File: src/hdl/rss_pkg.sv
package rss_pkg;

    // Register map (byte addresses on Wishbone)
    localparam logic [7:0] ADDR_POWER_CONTROL_STATUS = 8'h8E;
    localparam logic [7:0] ADDR_CONFIG               = 8'h90;
    localparam logic [7:0] ADDR_RESET_STATUS         = 8'h94;
    localparam logic [7:0] ADDR_RETAINED             = 8'h98;

    // power_control_status fields
    localparam int BIT_BROWNOUT_FLAG   = 0;
    localparam int BIT_POWERON_FLAG    = 1;
    localparam int BIT_OSC_SPEED       = 3;
    localparam logic OSC_SPEED_RESET   = 1'b1;

    // Config register fields
    localparam int CFG_OSC_LSB         = 0;
    localparam int CFG_OSC_W           = 3;
    localparam int CFG_POWERUP_TIMER_DIS        = 3;
    localparam int CFG_BOD_EN          = 4;
    localparam int CFG_CLOCK_OUT_PIN_EN       = 5;
    localparam logic [7:0] CFG_RESET   = 8'h00;

    // Reset status register fields
    localparam int ST_TIMEOUT          = 0;
    localparam int ST_POWERDOWN        = 1;
    localparam int ST_CHIP_RESET       = 2;

    // Oscillator modes
    typedef enum logic [2:0] {
        OSC_LP   = 3'h0,
        OSC_XT   = 3'h1,
        OSC_HS   = 3'h2,
        OSC_EC   = 3'h3,
        OSC_INTERNAL_RC_OSC_MODE_IO  = 3'h4,
        OSC_INTERNAL_RC_OSC_MODE_CLK = 3'h5,
        OSC_ER_IO     = 3'h6,
        OSC_ER_CLK    = 3'h7
    } rss_osc_mode_t;

    typedef enum logic [2:0] {
        ST_POR   = 3'h0,
        ST_BOR   = 3'h1,
        ST_POWERUP_TIMER  = 3'h2,
        ST_OST   = 3'h3,
        ST_HOLD  = 3'h4,
        ST_RUN   = 3'h5
    } rss_state_t;

    // Timing
    localparam int  POWERUP_TIMER_MS          = 72;
    localparam int  RC_CLK_HZ        = 37000;
    localparam int  POWERUP_TIMER_RC_CYCLES   = (POWERUP_TIMER_MS * RC_CLK_HZ) / 1000;
    localparam int  OST_CYCLES       = 1024;
    localparam int  CLK_DIV          = 4;
    localparam int  MASTER_CLEAR_PIN_FILTER      = 4;
    localparam int  BOD_MIN_CYCLES   = 2;

    typedef struct packed {
        logic poweron_event;
        logic brownout_event;
        logic master_clear_pin_event;
        logic wdt_reset_event;
        logic wdt_wake_event;
    } rss_events_t;

endpackage

File: src/hdl/rss_reset_startup_sequencer.sv
// The Wishbone slave port was left to the implementer.
`timescale 1ns/100ps
`default_nettype none
module rss_reset_startup_sequencer #(
    parameter int POWERUP_TIMER_CYCLES = rss_pkg::POWERUP_TIMER_RC_CYCLES,
    parameter int OST_COUNT   = rss_pkg::OST_CYCLES
) (
    input  wire logic       clk_i,
    input  wire logic       rst_i,
    input  wire logic       wb_cyc_i,
    input  wire logic       wb_stb_i,
    input  wire logic       wb_we_i,
    input  wire logic [7:0] wb_adr_i,
    input  wire logic [3:0] wb_sel_i,
    input  wire logic [31:0] wb_dat_i,
    output logic [31:0]     wb_dat_o,
    output logic            wb_ack_o,
    input  wire logic       vdd_rise_i,
    input  wire logic       brownout_low_i,
    input  wire logic       master_clear_pin_n_i,
    input  wire logic       wdt_timeout_i,
    input  wire logic       sleep_i,
    input  wire logic       rc_tick_i,
    input  wire logic       osc_in_tick_i,
    output logic            chip_reset_o,
    output logic            osc_speed_select_o,
    output logic            osc_out_pin_o,
    output logic            osc_out_pin_oe_n_o,
    output logic            wake_o
);

    localparam int PW = $clog2(POWERUP_TIMER_CYCLES + 1);
    localparam int OW = $clog2(OST_COUNT + 1);

    rss_pkg::rss_state_t state;
    rss_pkg::rss_state_t next_state;
    rss_pkg::rss_events_t ev;

    logic [7:0]  cfg;
    logic [7:0]  retained;
    logic        brownout_flag;
    logic        poweron_flag;
    logic        osc_speed_select;
    logic        timeout_flag;
    logic        powerdown_flag;
    logic [PW-1:0] powerup_timer_cnt;
    logic [OW-1:0] ost_cnt;
    logic [2:0]  master_clear_pin_sync;
    logic [2:0]  bod_sync;
    logic [2:0]  vdd_sync;
    logic [2:0]  rct_sync;
    logic [2:0]  osct_sync;
    logic [$clog2(rss_pkg::MASTER_CLEAR_PIN_FILTER+1)-1:0] master_clear_pin_cnt;
    logic [$clog2(rss_pkg::BOD_MIN_CYCLES+1)-1:0] bod_cnt;
    logic        master_clear_pin_low;
    logic        bod_low;
    logic        rc_prev;
    logic        osc_prev;
    logic        rc_edge;
    logic        osc_edge;
    logic        vdd_ok;
    logic        ost_needed;
    logic        powerup_timer_needed;
    logic [1:0]  div_cnt;
    logic        clk_div4;
    logic        wdt_prev;
    logic        bus_req;
    rss_pkg::rss_osc_mode_t osc_mode;

    function automatic logic is_crystal(input rss_pkg::rss_osc_mode_t m);
        is_crystal = (m == rss_pkg::OSC_LP) || (m == rss_pkg::OSC_XT) ||
                     (m == rss_pkg::OSC_HS);
    endfunction

    function automatic logic is_rc(input rss_pkg::rss_osc_mode_t m);
        is_rc = (m == rss_pkg::OSC_ER_IO) || (m == rss_pkg::OSC_ER_CLK) ||
                (m == rss_pkg::OSC_INTERNAL_RC_OSC_MODE_IO) || (m == rss_pkg::OSC_INTERNAL_RC_OSC_MODE_CLK);
    endfunction

    assign osc_mode = rss_pkg::rss_osc_mode_t'(
        cfg[rss_pkg::CFG_OSC_LSB +: rss_pkg::CFG_OSC_W]);

    // Three-stage sync; decisions use stages two and three only
    always_ff @(posedge clk_i) begin
        master_clear_pin_sync <= {master_clear_pin_sync[1:0], master_clear_pin_n_i};
        bod_sync  <= {bod_sync[1:0], brownout_low_i};
        vdd_sync  <= {vdd_sync[1:0], vdd_rise_i};
        rct_sync  <= {rct_sync[1:0], rc_tick_i};
        osct_sync <= {osct_sync[1:0], osc_in_tick_i};
    end

    always_ff @(posedge clk_i) begin
        if (rst_i) begin
            rc_prev  <= 1'b0;
            osc_prev <= 1'b0;
            vdd_ok   <= 1'b0;
        end else begin
            if (rct_sync[2] == rct_sync[1])
                rc_prev <= rct_sync[2];
            if (osct_sync[2] == osct_sync[1])
                osc_prev <= osct_sync[2];
            if (vdd_sync[2] == vdd_sync[1])
                vdd_ok <= vdd_sync[2];
        end
    end
    assign rc_edge  = (rct_sync[2] == rct_sync[1]) & rct_sync[2] & ~rc_prev;
    assign osc_edge = (osct_sync[2] == osct_sync[1]) & osct_sync[2] &
                      ~osc_prev;

    // Glitch filter: low must persist before it counts
    always_ff @(posedge clk_i) begin
        if (rst_i) begin
            master_clear_pin_cnt <= '0;
            master_clear_pin_low <= 1'b0;
        end else if (master_clear_pin_sync[2] == master_clear_pin_sync[1] && !master_clear_pin_sync[2]) begin
            if (master_clear_pin_cnt == ($bits(master_clear_pin_cnt))'(rss_pkg::MASTER_CLEAR_PIN_FILTER))
                master_clear_pin_low <= 1'b1;
            else
                master_clear_pin_cnt <= master_clear_pin_cnt + 1'b1;
        end else if (master_clear_pin_sync[2] == master_clear_pin_sync[1]) begin
            master_clear_pin_cnt <= '0;
            master_clear_pin_low <= 1'b0;
        end
    end

    // Short dips below threshold are ignored
    always_ff @(posedge clk_i) begin
        if (rst_i) begin
            bod_cnt <= '0;
            bod_low <= 1'b0;
        end else if (bod_sync[2] == bod_sync[1] && bod_sync[2] &&
                     cfg[rss_pkg::CFG_BOD_EN]) begin
            if (bod_cnt == ($bits(bod_cnt))'(rss_pkg::BOD_MIN_CYCLES))
                bod_low <= 1'b1;
            else
                bod_cnt <= bod_cnt + 1'b1;
        end else if (bod_sync[2] == bod_sync[1]) begin
            bod_cnt <= '0;
            bod_low <= 1'b0;
        end
    end

    // Brown-out forces the power-up timer on regardless of the disable bit
    assign powerup_timer_needed = !cfg[rss_pkg::CFG_POWERUP_TIMER_DIS] ||
                         cfg[rss_pkg::CFG_BOD_EN];
    assign ost_needed  = is_crystal(osc_mode);

    always_ff @(posedge clk_i) begin
        if (rst_i)
            wdt_prev <= 1'b0;
        else
            wdt_prev <= wdt_timeout_i;
    end

    always_comb begin
        ev = '0;
        ev.poweron_event   = (state == rss_pkg::ST_POR) && vdd_ok;
        ev.brownout_event  = bod_low && state != rss_pkg::ST_BOR &&
                             state != rss_pkg::ST_POR;
        ev.master_clear_pin_event      = master_clear_pin_low && state == rss_pkg::ST_RUN;
        ev.wdt_reset_event = wdt_timeout_i && !wdt_prev && !sleep_i &&
                             state == rss_pkg::ST_RUN;
        ev.wdt_wake_event  = wdt_timeout_i && !wdt_prev && sleep_i &&
                             state == rss_pkg::ST_RUN;
    end

    always_comb begin
        next_state = state;
        case (state)
            rss_pkg::ST_POR: begin
                if (vdd_ok)
                    next_state = bod_low ? rss_pkg::ST_BOR :
                                 powerup_timer_needed ? rss_pkg::ST_POWERUP_TIMER :
                                 ost_needed ? rss_pkg::ST_OST :
                                 rss_pkg::ST_HOLD;
            end
            rss_pkg::ST_BOR: begin
                if (!bod_low)
                    next_state = rss_pkg::ST_POWERUP_TIMER;
            end
            rss_pkg::ST_POWERUP_TIMER: begin
                if (bod_low)
                    next_state = rss_pkg::ST_BOR;
                else if (powerup_timer_cnt == '0)
                    next_state = ost_needed ? rss_pkg::ST_OST :
                                 rss_pkg::ST_HOLD;
            end
            rss_pkg::ST_OST: begin
                if (ost_cnt == '0)
                    next_state = rss_pkg::ST_HOLD;
            end
            rss_pkg::ST_HOLD: begin
                if (!master_clear_pin_low)
                    next_state = rss_pkg::ST_RUN;
            end
            rss_pkg::ST_RUN: begin
                if (ev.brownout_event)
                    next_state = rss_pkg::ST_BOR;
                else if (ev.wdt_wake_event && ost_needed)
                    next_state = rss_pkg::ST_OST;
                else if (ev.master_clear_pin_event || ev.wdt_reset_event)
                    next_state = rss_pkg::ST_HOLD;
            end
            default: next_state = rss_pkg::ST_POR;
        endcase
        if (!vdd_ok && state != rss_pkg::ST_POR &&
            state != rss_pkg::ST_RUN)
            next_state = rss_pkg::ST_POR;
    end

    // Supply falling alone never triggers POR once running
    always_ff @(posedge clk_i) begin
        if (rst_i)
            state <= rss_pkg::ST_POR;
        else
            state <= next_state;
    end

    // Counted on the internal RC tick, reloaded on each entry
    always_ff @(posedge clk_i) begin
        if (rst_i)
            powerup_timer_cnt <= PW'(POWERUP_TIMER_CYCLES);
        else if (state != rss_pkg::ST_POWERUP_TIMER)
            powerup_timer_cnt <= PW'(POWERUP_TIMER_CYCLES);
        else if (rc_edge && powerup_timer_cnt != '0)
            powerup_timer_cnt <= powerup_timer_cnt - 1'b1;
    end

    always_ff @(posedge clk_i) begin
        if (rst_i)
            ost_cnt <= OW'(OST_COUNT);
        else if (state != rss_pkg::ST_OST)
            ost_cnt <= OW'(OST_COUNT);
        else if (osc_edge && ost_cnt != '0)
            ost_cnt <= ost_cnt - 1'b1;
    end

    // Wake from sleep resumes code, so the chip is not held in reset
    assign chip_reset_o = (state != rss_pkg::ST_RUN) && !(wake_o &&
        (state == rss_pkg::ST_OST ||
         (state == rss_pkg::ST_HOLD && !master_clear_pin_low)));

    always_ff @(posedge clk_i) begin
        if (rst_i)
            wake_o <= 1'b0;
        else if (ev.wdt_wake_event)
            wake_o <= 1'b1;
        else if (state == rss_pkg::ST_RUN ||
                 state == rss_pkg::ST_POR)
            wake_o <= 1'b0;
    end

    // Cause flags; only hardware events move them, bus writes to the status register are ignored
    always_ff @(posedge clk_i) begin
        if (rst_i) begin
            timeout_flag   <= 1'b1;
            powerdown_flag <= 1'b1;
        end else if (ev.poweron_event) begin
            timeout_flag   <= 1'b1;
            powerdown_flag <= 1'b1;
        end else if (ev.wdt_wake_event) begin
            timeout_flag   <= 1'b0;
            powerdown_flag <= 1'b0;
        end else if (ev.wdt_reset_event) begin
            timeout_flag   <= 1'b0;
        end else if (ev.master_clear_pin_event && sleep_i) begin
            timeout_flag   <= 1'b1;
            powerdown_flag <= 1'b0;
        end
    end

    assign bus_req = wb_cyc_i && wb_stb_i && !wb_ack_o;

    always_ff @(posedge clk_i) begin
        if (rst_i) begin
            brownout_flag <= 1'b0;
            poweron_flag  <= 1'b0;
        end else begin
            if (bus_req && wb_we_i && wb_sel_i[0] &&
                wb_adr_i == rss_pkg::ADDR_POWER_CONTROL_STATUS) begin
                brownout_flag <= wb_dat_i[rss_pkg::BIT_BROWNOUT_FLAG];
                poweron_flag  <= wb_dat_i[rss_pkg::BIT_POWERON_FLAG];
            end
            if (ev.brownout_event)
                brownout_flag <= 1'b0;
            if (ev.poweron_event)
                poweron_flag <= 1'b0;
        end
    end

    // Speed returns to its reset value on every reset event except watchdog wake; config resets only on rst_i
    always_ff @(posedge clk_i) begin
        if (rst_i) begin
            osc_speed_select <= rss_pkg::OSC_SPEED_RESET;
            cfg              <= rss_pkg::CFG_RESET;
        end else if (ev.poweron_event || ev.brownout_event ||
                     ev.master_clear_pin_event || ev.wdt_reset_event) begin
            osc_speed_select <= rss_pkg::OSC_SPEED_RESET;
        end else if (bus_req && wb_we_i && wb_sel_i[0]) begin
            if (wb_adr_i == rss_pkg::ADDR_POWER_CONTROL_STATUS)
                osc_speed_select <= wb_dat_i[rss_pkg::BIT_OSC_SPEED];
            if (wb_adr_i == rss_pkg::ADDR_CONFIG)
                cfg <= wb_dat_i[7:0];
        end
    end

    // Retained scratch: no reset of any kind touches it
    always_ff @(posedge clk_i) begin
        if (bus_req && wb_we_i && wb_sel_i[0] &&
            wb_adr_i == rss_pkg::ADDR_RETAINED)
            retained <= wb_dat_i[7:0];
    end

    // Speed select only acts in the RC modes; crystal modes run fast
    assign osc_speed_select_o = is_rc(osc_mode) ? osc_speed_select :
                                1'b1;

    always_ff @(posedge clk_i) begin
        if (rst_i) begin
            div_cnt  <= '0;
            clk_div4 <= 1'b0;
        end else if (div_cnt == 2'(rss_pkg::CLK_DIV / 2 - 1)) begin
            div_cnt  <= '0;
            clk_div4 <= ~clk_div4;
        end else begin
            div_cnt  <= div_cnt + 1'b1;
        end
    end

    always_ff @(posedge clk_i) begin
        if (rst_i) begin
            osc_out_pin_o      <= 1'b0;
            osc_out_pin_oe_n_o <= 1'b1;
        end else begin
            osc_out_pin_o      <= clk_div4;
            osc_out_pin_oe_n_o <= !(osc_mode == rss_pkg::OSC_ER_CLK ||
                                    osc_mode == rss_pkg::OSC_INTERNAL_RC_OSC_MODE_CLK ||
                                    cfg[rss_pkg::CFG_CLOCK_OUT_PIN_EN]);
        end
    end

    always_ff @(posedge clk_i) begin
        if (rst_i) begin
            wb_ack_o <= 1'b0;
            wb_dat_o <= '0;
        end else begin
            wb_ack_o <= bus_req;
            wb_dat_o <= '0;
            if (bus_req && !wb_we_i) begin
                case (wb_adr_i)
                    rss_pkg::ADDR_POWER_CONTROL_STATUS: begin
                        wb_dat_o[rss_pkg::BIT_BROWNOUT_FLAG] <= brownout_flag;
                        wb_dat_o[rss_pkg::BIT_POWERON_FLAG]  <= poweron_flag;
                        wb_dat_o[rss_pkg::BIT_OSC_SPEED] <= osc_speed_select;
                    end
                    rss_pkg::ADDR_CONFIG:   wb_dat_o[7:0] <= cfg;
                    rss_pkg::ADDR_RESET_STATUS: begin
                        wb_dat_o[rss_pkg::ST_TIMEOUT]    <= timeout_flag;
                        wb_dat_o[rss_pkg::ST_POWERDOWN]  <= powerdown_flag;
                        wb_dat_o[rss_pkg::ST_CHIP_RESET] <= chip_reset_o;
                    end
                    rss_pkg::ADDR_RETAINED: wb_dat_o[7:0] <= retained;
                    default:                wb_dat_o <= '0;
                endcase
            end
        end
    end

endmodule
`default_nettype wire

File: config.mk
export PLATFORM = sky130hd
export DESIGN_NAME = rss_reset_startup_sequencer
export DESIGN_NICKNAME = d
export VERILOG_FILES = /design/src/hdl/rss_pkg.sv /design/src/hdl/rss_reset_startup_sequencer.sv
export SDC_FILE = /design/constraint.sdc
export NUM_CORES = 1
export LEC_CHECK = 0
export ABC_AREA = 1
export BUFFER_PORTS_ARGS = -buffer_cell sky130_fd_sc_hd__buf_2
export CAP_MARGIN = 15
export CORE_UTILIZATION = 35
export DETAILED_ROUTE_END_ITERATION = 6
export PLACE_DENSITY = 0.64
export SYNTH_ARGS = -nofsm -noshare
export SYNTH_HDL_FRONTEND = slang
export SYNTH_SLANG_ARGS = --single-unit
File: constraint.sdc
create_clock -name clk_i -period 2.1 [get_ports clk_i]
set_input_delay 0 -clock clk_i [delete_from_list [all_inputs] [get_ports clk_i]]
set_output_delay 0 -clock clk_i [all_outputs]
set_load 0.05 [all_outputs]
==> Word level (Yosys, flattened, before mapping) <==
Index checks and enable logic that the tools add are counted.
{ "totals": {"ff_bits": 112, "inputBits": 56, "word_cells": 201} }
{ "op_classes": {"bitwise": 9, "reduce_logical": 80, "n_eq_ne": 38, "add_sub_neg": 5, "mux": 38} }
{ "op_table": {"columns": ["cell", "n"], "rows": [
  ["3-bit two-way mux", 15],
  ["8-bit == test (second input constant)", 4],
  ["1-bit logical AND", 28],
  ["3-bit == test (second input constant)", 7],
  ["3-bit case mux with 6 select lines", 1],
  ["2-bit OR reduction", 8],
  ["1-bit two-way mux", 15],
  ["1-bit logical OR", 14],
  ["2-bit inequality test (second input constant)", 7],
  ["12-bit zero test", 1],
  ["2-bit AND reduction", 6],
  ["12-bit nonzero test", 1],
  ["12-bit by 1-bit subtractor with 12-bit output (second input constant)", 1],
  ["11-bit zero test", 1],
  ["11-bit nonzero test", 1],
  ["11-bit by 1-bit subtractor with 11-bit output (second input constant)", 1],
  ["1-bit zero test", 10],
  ["3-bit by 2-bit == test with 1-bit output (second input constant)", 3],
  ["2-bit case mux with 4 select lines", 1],
  ["4-bit case mux with 2 select lines", 1],
  ["2-bit nonzero test", 4],
  ["3-bit by 1-bit == test with 1-bit output (second input constant)", 2],
  ["3-bit zero test", 2],
  ["2-bit two-way mux", 3],
  ["16 further kinds", 33]
]} }

==> Logic depth before layout (Yosys ltp) <==
Gate-level depths: netlist of the first run.
{ "logic_depth": {"ltp_word": 9, "depth_mapped": 11} }

==> Worst setup path after synthesis of the first run <==
OpenSTA, ideal clock, no wires.
{ "synth_path": {"path_kind": "reg2reg", "startpoint": "register state[0]", "endpoint": "register wb_dat_o[2]", "path_stages_with_launch": 7, "t_required_ps": 2026, "path_buffers": 0, "arrival_time_ps": 1745, "synth_period_minus_slack_ps": 1819, "setup_time_ps": 74, "setup_slack_ps": 281, "path_cell_list": "dfxtp_1 inv_1 nand3_1 o21ai_1 a21oi_1 nand2_1 a31oi_1"} }
{ "synth_via": {"elab_chain_len": 7} }
{ "synth_rtl": {"columns": ["element", "line", "rtl"], "rows": [
  ["from (decl)", "rss_reset_startup_sequencer.sv:35", "rss_pkg::rss_state_t state;"],
  ["from (signal assigned)", "rss_reset_startup_sequencer.sv:214", "state <= rss_pkg::ST_POR;"],
  ["from (signal assigned)", "rss_reset_startup_sequencer.sv:216", "state <= next_state;"],
  ["3-bit == test", "rss_reset_startup_sequencer.sv:241", "(state == rss_pkg::ST_HOLD && !master_clear_pin_low)));"],
  ["1-bit logical AND", "rss_reset_startup_sequencer.sv:241", null],
  ["1-bit logical OR", "rss_reset_startup_sequencer.sv:240", "(state == rss_pkg::ST_OST ||"],
  ["1-bit logical AND", "rss_reset_startup_sequencer.sv:239", "assign chip_reset_o = (state != rss_pkg::ST_RUN) && !(wake_o &&"],
  ["1-bit zero test", "rss_reset_startup_sequencer.sv:239", null],
  ["1-bit logical AND (*)", "rss_reset_startup_sequencer.sv:239", null],
  ["via chip_reset_o", "rss_reset_startup_sequencer.sv:25", "output logic chip_reset_o,"],
  ["1-bit case mux with 3 select lines (*)", "rss_reset_startup_sequencer.sv:350", "case (wb_adr_i)"],
  ["to (signal, indexed assignment)", "rss_reset_startup_sequencer.sv:352", "wb_dat_o[rss_pkg::BIT_BROWNOUT_FLAG] <= brownout_flag;"],
  ["to (signal, indexed assignment)", "rss_reset_startup_sequencer.sv:353", "wb_dat_o[rss_pkg::BIT_POWERON_FLAG] <= poweron_flag;"],
  ["to (signal, indexed assignment)", "rss_reset_startup_sequencer.sv:354", "wb_dat_o[rss_pkg::BIT_OSC_SPEED] <= osc_speed_select;"],
  ["to (decl)", "rss_reset_startup_sequencer.sv:16", "output logic [31:0] wb_dat_o,"]
]} }
The timed path passes the listed nets; every way through them passes the cells marked *.
A chain may end at the register's enable or synchronous reset.

==> Final worst setup path of the first run <==
{ "layout_path": {"startpoint": "register state[0]", "endpoint": "output chip_reset_o"} }
{ "layout_via": {"elab_chain_len": 6} }
{ "layout_rtl": {"columns": ["element", "line"], "rows": [
  ["3-bit == test", "rss_reset_startup_sequencer.sv:241"],
  ["1-bit logical AND", "rss_reset_startup_sequencer.sv:241"],
  ["1-bit logical OR", "rss_reset_startup_sequencer.sv:240"],
  ["1-bit logical AND", "rss_reset_startup_sequencer.sv:239"],
  ["1-bit zero test", "rss_reset_startup_sequencer.sv:239"],
  ["1-bit logical AND (*)", "rss_reset_startup_sequencer.sv:239"],
  ["to (decl)", "rss_reset_startup_sequencer.sv:25"]
]} }
Every way passes the cells marked *; elsewhere a longest branch is shown, timed or not.

==> metrics.csv, run 1 <==
metric,value,unit
setup-tns-final,0,ns
cts.sinks,88,
vias,3492,
slowest_delay,0.50,ns
overflow,0,
p_total,4.30,mW
hold_path.class,in2reg,
htree_levels,3,
placed_cells,737,
grt_max_degree,20,
cap_violations,0,
wire_per_inst,10.3,um
synth_seq_area_share,0.447,
final_max_slew_viol_count,0,
synth_edf_count,8,
design_area,0.00489,mm^2
post_cts_buffers,0,
worst_setup_path_end_kind,primary output,
die_h,110,um
skew,0.00829,ns
grt_pass1_vias,3141,
place.port_buffers,42,
leakagePower,2.21,nW
grt_setup_unrepaired,false,
drtPass1Iterations,4,
drc,0,
sw_frac_of_total,0.288,
syn-mean-instance-area,7.45,um^2
p_seq_frac,0.426,
fin_crit_sh,0.875,
setup_viol,0,
crit_buf_inv,2,
placed_cell_area,0.00442,mm^2
ys_ff_latch,88,
antenna_left,0,
layout_commonest_cell,nand2_1,
core_area,0.0115,mm^2
drive_gt1_frac,0.146,
vias_per_cell,4.55,
numCtsBuffers,9,
postCtsResizedCells,0,
rows,39,
p_clk_frac,0.397,
io_pins,94,
fin_cells,768,
intPower,3.06,mW
dp_hpwl,5890,um
antenna_found_initial,0,
p_switching,1.24,mW
cts_tree,built,
criticalPathCategory,reg2out,
min_period,1.84,ns
routed_wl,7880,um
p_per_area,878,mW/mm^2
crit_required,2.10,ns
crit_fanout,7,
critPathTopFamily,flip-flops,
clk_path_buf_depth,2,
die_w,110,um
hold_viol,0,
yosys_warnings,0,
cp.arrival,1.84,ns
p_comb_frac,0.177,
clk_latency,0.34,ns
cts_root_buf,clkbuf_16,
max_freq,0.544,GHz
initial_utilization,0.359,
path_cells,inv_1 > nand3_1 > o21ai_1 > a21oi_1 > buf_2,
fillers,1143,
crit_path_start_kind,flip-flop,
routabilityCongestion,0.851,
area_growth,18.8,%
crit_slowest_cell,dfxtp_1,
max-vdd-ir-drop,0.410,mV
outcome,finished clean,
dieArea,0.0122,mm^2
path_clk_slew,0.06,ns
synthArstFlopShare,0,
synth_ff_type,dfxtp_1,
synthCells,553,
ys_types,38,
diodes,0,
grt_use_total,0.135,
drt_iter0_drc,207,
grt_pass1_wl,13600,um
netlist_area,0.00412,mm^2
nNetsFinal,688,
mostFrequentLayoutCells,"136 x nand2_1, 80 x dfxtp_1, 71 x nor2_1",
[power groups by stage]
stage / registers [mW] / logic [mW] / clock network (mW)
2_1_floorplan: 1.87 / 0.623 / 0
3_3_place_gp: 1.86 / 0.726 / 0
3_5_place_dp: 1.87 / 0.740 / 0
4_1_cts: 1.83 / 0.762 / 1.75
5_1_grt: 1.84 / 0.855 / 1.82
6_report: 1.83 / 0.762 / 1.71
[registers in the layout, summed over array words and instances, names as in the netlist, 2 cells and up]
name and count:
cfg 8, rct_sync 3, osct_sync 3, retained 8
master_clear_pin_sync 3, bod_sync 3, master_clear_pin_cnt 3, state 3
bod_cnt 2, vdd_sync 3, ost_cnt 11, div_cnt 2
wb_dat_o 8, powerup_timer_cnt 12
[worst reg2reg max path, delay by kind of cell, from the launching register on]
kind,cells,cell delay [ns]
AND/OR/NAND/NOR,7,0.73
flip-flops,1,0.35
buffers and inverters,1,0.13
adder cells (fa/ha/maj),1,0.23
AO/OA/AOI/OAI,1,0.13
[path summary, 6_finish.rpt]
kind	startpoint	to	slack, ns	depth (start not counted)
max	state[0]	chip_reset_o	0.26	5
min	sleep_i	powerdown_flag	0.03	4
max reg2reg	ost_cnt[0]	ost_cnt[10]	0.40	10
min reg2reg	vdd_sync[0]	vdd_sync[1]	0.33	0
[logic make-up after synthesis]
family,after synthesis,share of synthesized area
buf+inv,103,0.118
fa+ha+maj,12,0.0365
xor+xnor,10,0.0213
compound gates,70,0.0914
simple gates,269,0.285
other cells,1,0.000910
flops,88,0.447
[final cells by class]
type	instances	area (um^2)	share of cell area
multi-input combinational	385	1880	0.384
sequential	88	1840	0.376
timing repair buffer	61	390	0.0798
inverter	75	282	0.0575
clock buffer	10	229	0.0468
tap	143	179	0.0366
clock inverter	6	92.6	0.0189
[synthesized netlist by cell type, drive strengths merged (3+ instances only)]
| cell type | number | area, um^2 |
|---|---|---|
| nand2 | 139 | 529 |
| dfxtp | 80 | 1600 |
| nor2 | 77 | 314 |
| inv | 71 | 267 |
| a21oi | 38 | 190 |
| buf | 26 | 196 |
| nand3 | 23 | 148 |
| o21ai | 22 | 114 |
| ha | 12 | 150 |
| nand4 | 10 | 62.6 |
| nor3 | 10 | 55.1 |
| edfxtp | 8 | 240 |
| or2 | 8 | 50.1 |
| xor2 | 7 | 61.3 |
| clkinv | 4 | 15.0 |
| xnor2 | 3 | 26.3 |
[per-layer routing]
layer	global-route usage	part of all wire	vias to the layer above	wire, um
li1	-	-	1839	-
met1	0.167	0.49	1563	3860
met2	0.221	0.45	77	3520
met3	0.0280	0.043	13	338
met4	0.0676	0.020	0	157
met5	0	0	-	0
[stage by stage]
stage               utilization  setup WS [ns]  hold slack (ns)
finish                    0.427          0.262           0.0330
floorplan                     -          0.281           0.0277
global route              0.427          0.189           0.0545
global placement          0.385          0.463            0.104
detailed placement        0.385          0.416            0.104
CTS                       0.427          0.294           0.0269
[what timing repair did]
action | 4_1_cts | 5_1_grt
hold buffers | 15 | 0
hold endpoints to repair | 27 | 0
setup endpoints to repair | 0 | 0
No activity file was read; power rests on OpenSTA's default activity.
==> inputs of run 2 (changes only) <==
--- a/config.mk
+++ b/config.mk
@@ -11,6 +11,7 @@
 export CORE_UTILIZATION = 35
 export DETAILED_ROUTE_END_ITERATION = 6
 export PLACE_DENSITY = 0.64
+export RECOVER_POWER = 100
 export SYNTH_ARGS = -nofsm -noshare
 export SYNTH_HDL_FRONTEND = slang
 export SYNTH_SLANG_ARGS = --single-unit
==> run 2 against run 1 <==
  * Die area is the same
  * Wire length is essentially flat
  * Sequential share of layout area grew 0.38 points
  * Clock skew grew 0.0017 ns
  * Clock power is essentially flat
  * Combinational power shrank 0.9%
  * Critical path depth is the same
  * Via count shrank 0.74%
  * Hold slack gained 0.0038 ns
  * Power shrank 0.30%
  * Critical path type unchanged
==> metrics.csv, run 2 (synthesis gave the netlist of run 1 again) <==
metric,value,unit
outcome,finished clean,
crit_path_start_kind,flip-flop,
criticalPathCategory,reg2out,
grt_pass1_vias,3141,
regArea,0.00184,mm^2
crit_end,chip_reset_o,
drc,0,
fin_crit_sh,0.925,
dp_hpwl,5890,um
diodes,0,
r2r_setup_slack,0.31,ns
path_cells,inv_1 > nand3_1 > inv_1 > a21oi_1 > buf_2,
hold_path.class,in2reg,
rr_endpoint,ost_cnt[10],
vias,3466,
clk_latency,0.34,ns
grt_use_total,0.135,
routed_wl,7880,um
skew,0.0100,ns
die_w,110,um
regMostFlops,powerup_timer_cnt,
setup_viol,0,
io_pins,94,
clk_path_buf_depth,2,
grt_max_degree,20,
cts.sinks,88,
design_area,0.00484,mm^2
r2r-start,ost_cnt[0],
drtPass1Iterations,4,
dieArea,0.0122,mm^2
area_growth,17.6,%
cts_root_buf,clkbuf_16,
fin_hold_ws,0.0369,ns
crit_slowest_cell,dfxtp_1,
critPathLaunch,state[1],
vias_per_cell,4.51,
htree_levels,3,
worst_setup_path_end_kind,primary output,
numCtsBuffers,9,
drive_gt1_frac,0.0960,
worst_path_most_repeated_cell,inv_1,
max_freq,0.515,GHz
overflow,0,
slowest_delay,0.37,ns
placed_cell_area,0.00442,mm^2
hold_viol,0,
dp_slack,0.416,ns
die_h,110,um
rows,39,
nNetsFinal,688,
antenna_found_initial,0,
reg2regPathDepth,10,
leakagePower,2.14,nW
top_regs,"powerup_timer_cnt: 12 flops, ost_cnt: 11 flops",
worstMarginPinSlew,0.637,ns
multi_input_area,0.00186,mm^2
final_max_slew_viol_count,0,
core_area,0.0115,mm^2
wire_per_inst,10.3,um
p_per_area,885,mW/mm^2
mostFrequentLayoutCells,"138 x nand2_1, 80 x dfxtp_1, 72 x nor2_1",
grt_pass1_wl,13600,um
grt_setup_unrepaired,false,
cap_violations,0,
layout_commonest_cell,nand2_1,
path_clk_slew,0.06,ns
crit_fanout,7,
initial_utilization,0.359,
antenna_left,0,
drt_iter0_drc,204,
min_period,1.94,ns
postCtsResizedCells,0,
crit_required,2.10,ns
worst_slack,0.157,ns
relSlewSlack,0.577,
cts_tree,built,
fillers,1164,
setup-tns-final,0,ns
max-vdd-ir-drop,0.410,mV
routabilityCongestion,0.851,
largest_reg_flops,12,
cp.arrival,1.94,ns
place.port_buffers,42,
run 2: how the worst min path moves through the flow:
stage / start / endpoint / slack, ns / cells past startpoint
3_3_place_gp: master_clear_pin_n_i / master_clear_pin_sync[0] / 0.10 / 1
2_1_floorplan: brownout_low_i / bod_sync[0] / 0.03 / 0
4_1_cts: sleep_i / powerdown_flag / 0.03 / 4
3_5_place_dp: master_clear_pin_n_i / master_clear_pin_sync[0] / 0.10 / 1
6_report: sleep_i / powerdown_flag / 0.04 / 4
5_1_grt: sleep_i / powerdown_flag / 0.06 / 4
run 2: worst max-delay path, delay by kind of cell (launching register included):
kind	cells	cell delay [ns]
flops	1	0.37
buf+inv	3	0.62
simple gates	1	0.26
compound gates	1	0.36
run 2: per-stage QoR:
stage,cells,power [mW],util
global route,768,4.50,0.422
detailed placement,737,2.61,0.385
CTS,768,4.34,0.427
global placement,737,2.59,0.385
floorplan,576,2.49,-
finish,768,4.28,0.422
run 2: repair_timing:
| action | in CTS | in global routing |
|---|---|---|
| hold buffers | 15 | 0 |
| endpoints found under the hold margin | 27 | 0 |
| buffers inserted | 0 | 0 |
run 2: area by class of cell:
class,instances,share of cell area
tap,143,0.0369
inverter,75,0.0581
clock inverter,6,0.0191
multi-input combinational,385,0.384
timing repair buffer,61,0.0741
sequential,88,0.380
clock buffer,10,0.0473
run 2: metal layers:
layer  part of all wire  up-vias  GRT usage
li1                   -     1833          -
met1               0.49     1548      0.167
met2               0.45       79      0.221
met3              0.048        6     0.0280
met4              0.011        0     0.0676
met5                  0        -          0
run 2: power breakdown:
group | switching, mW | internal (mW)
registers | 0.0634 | 1.76
clock network | 0.656 | 1.05
logic | 0.513 | 0.242
total | 1.23 | 3.05
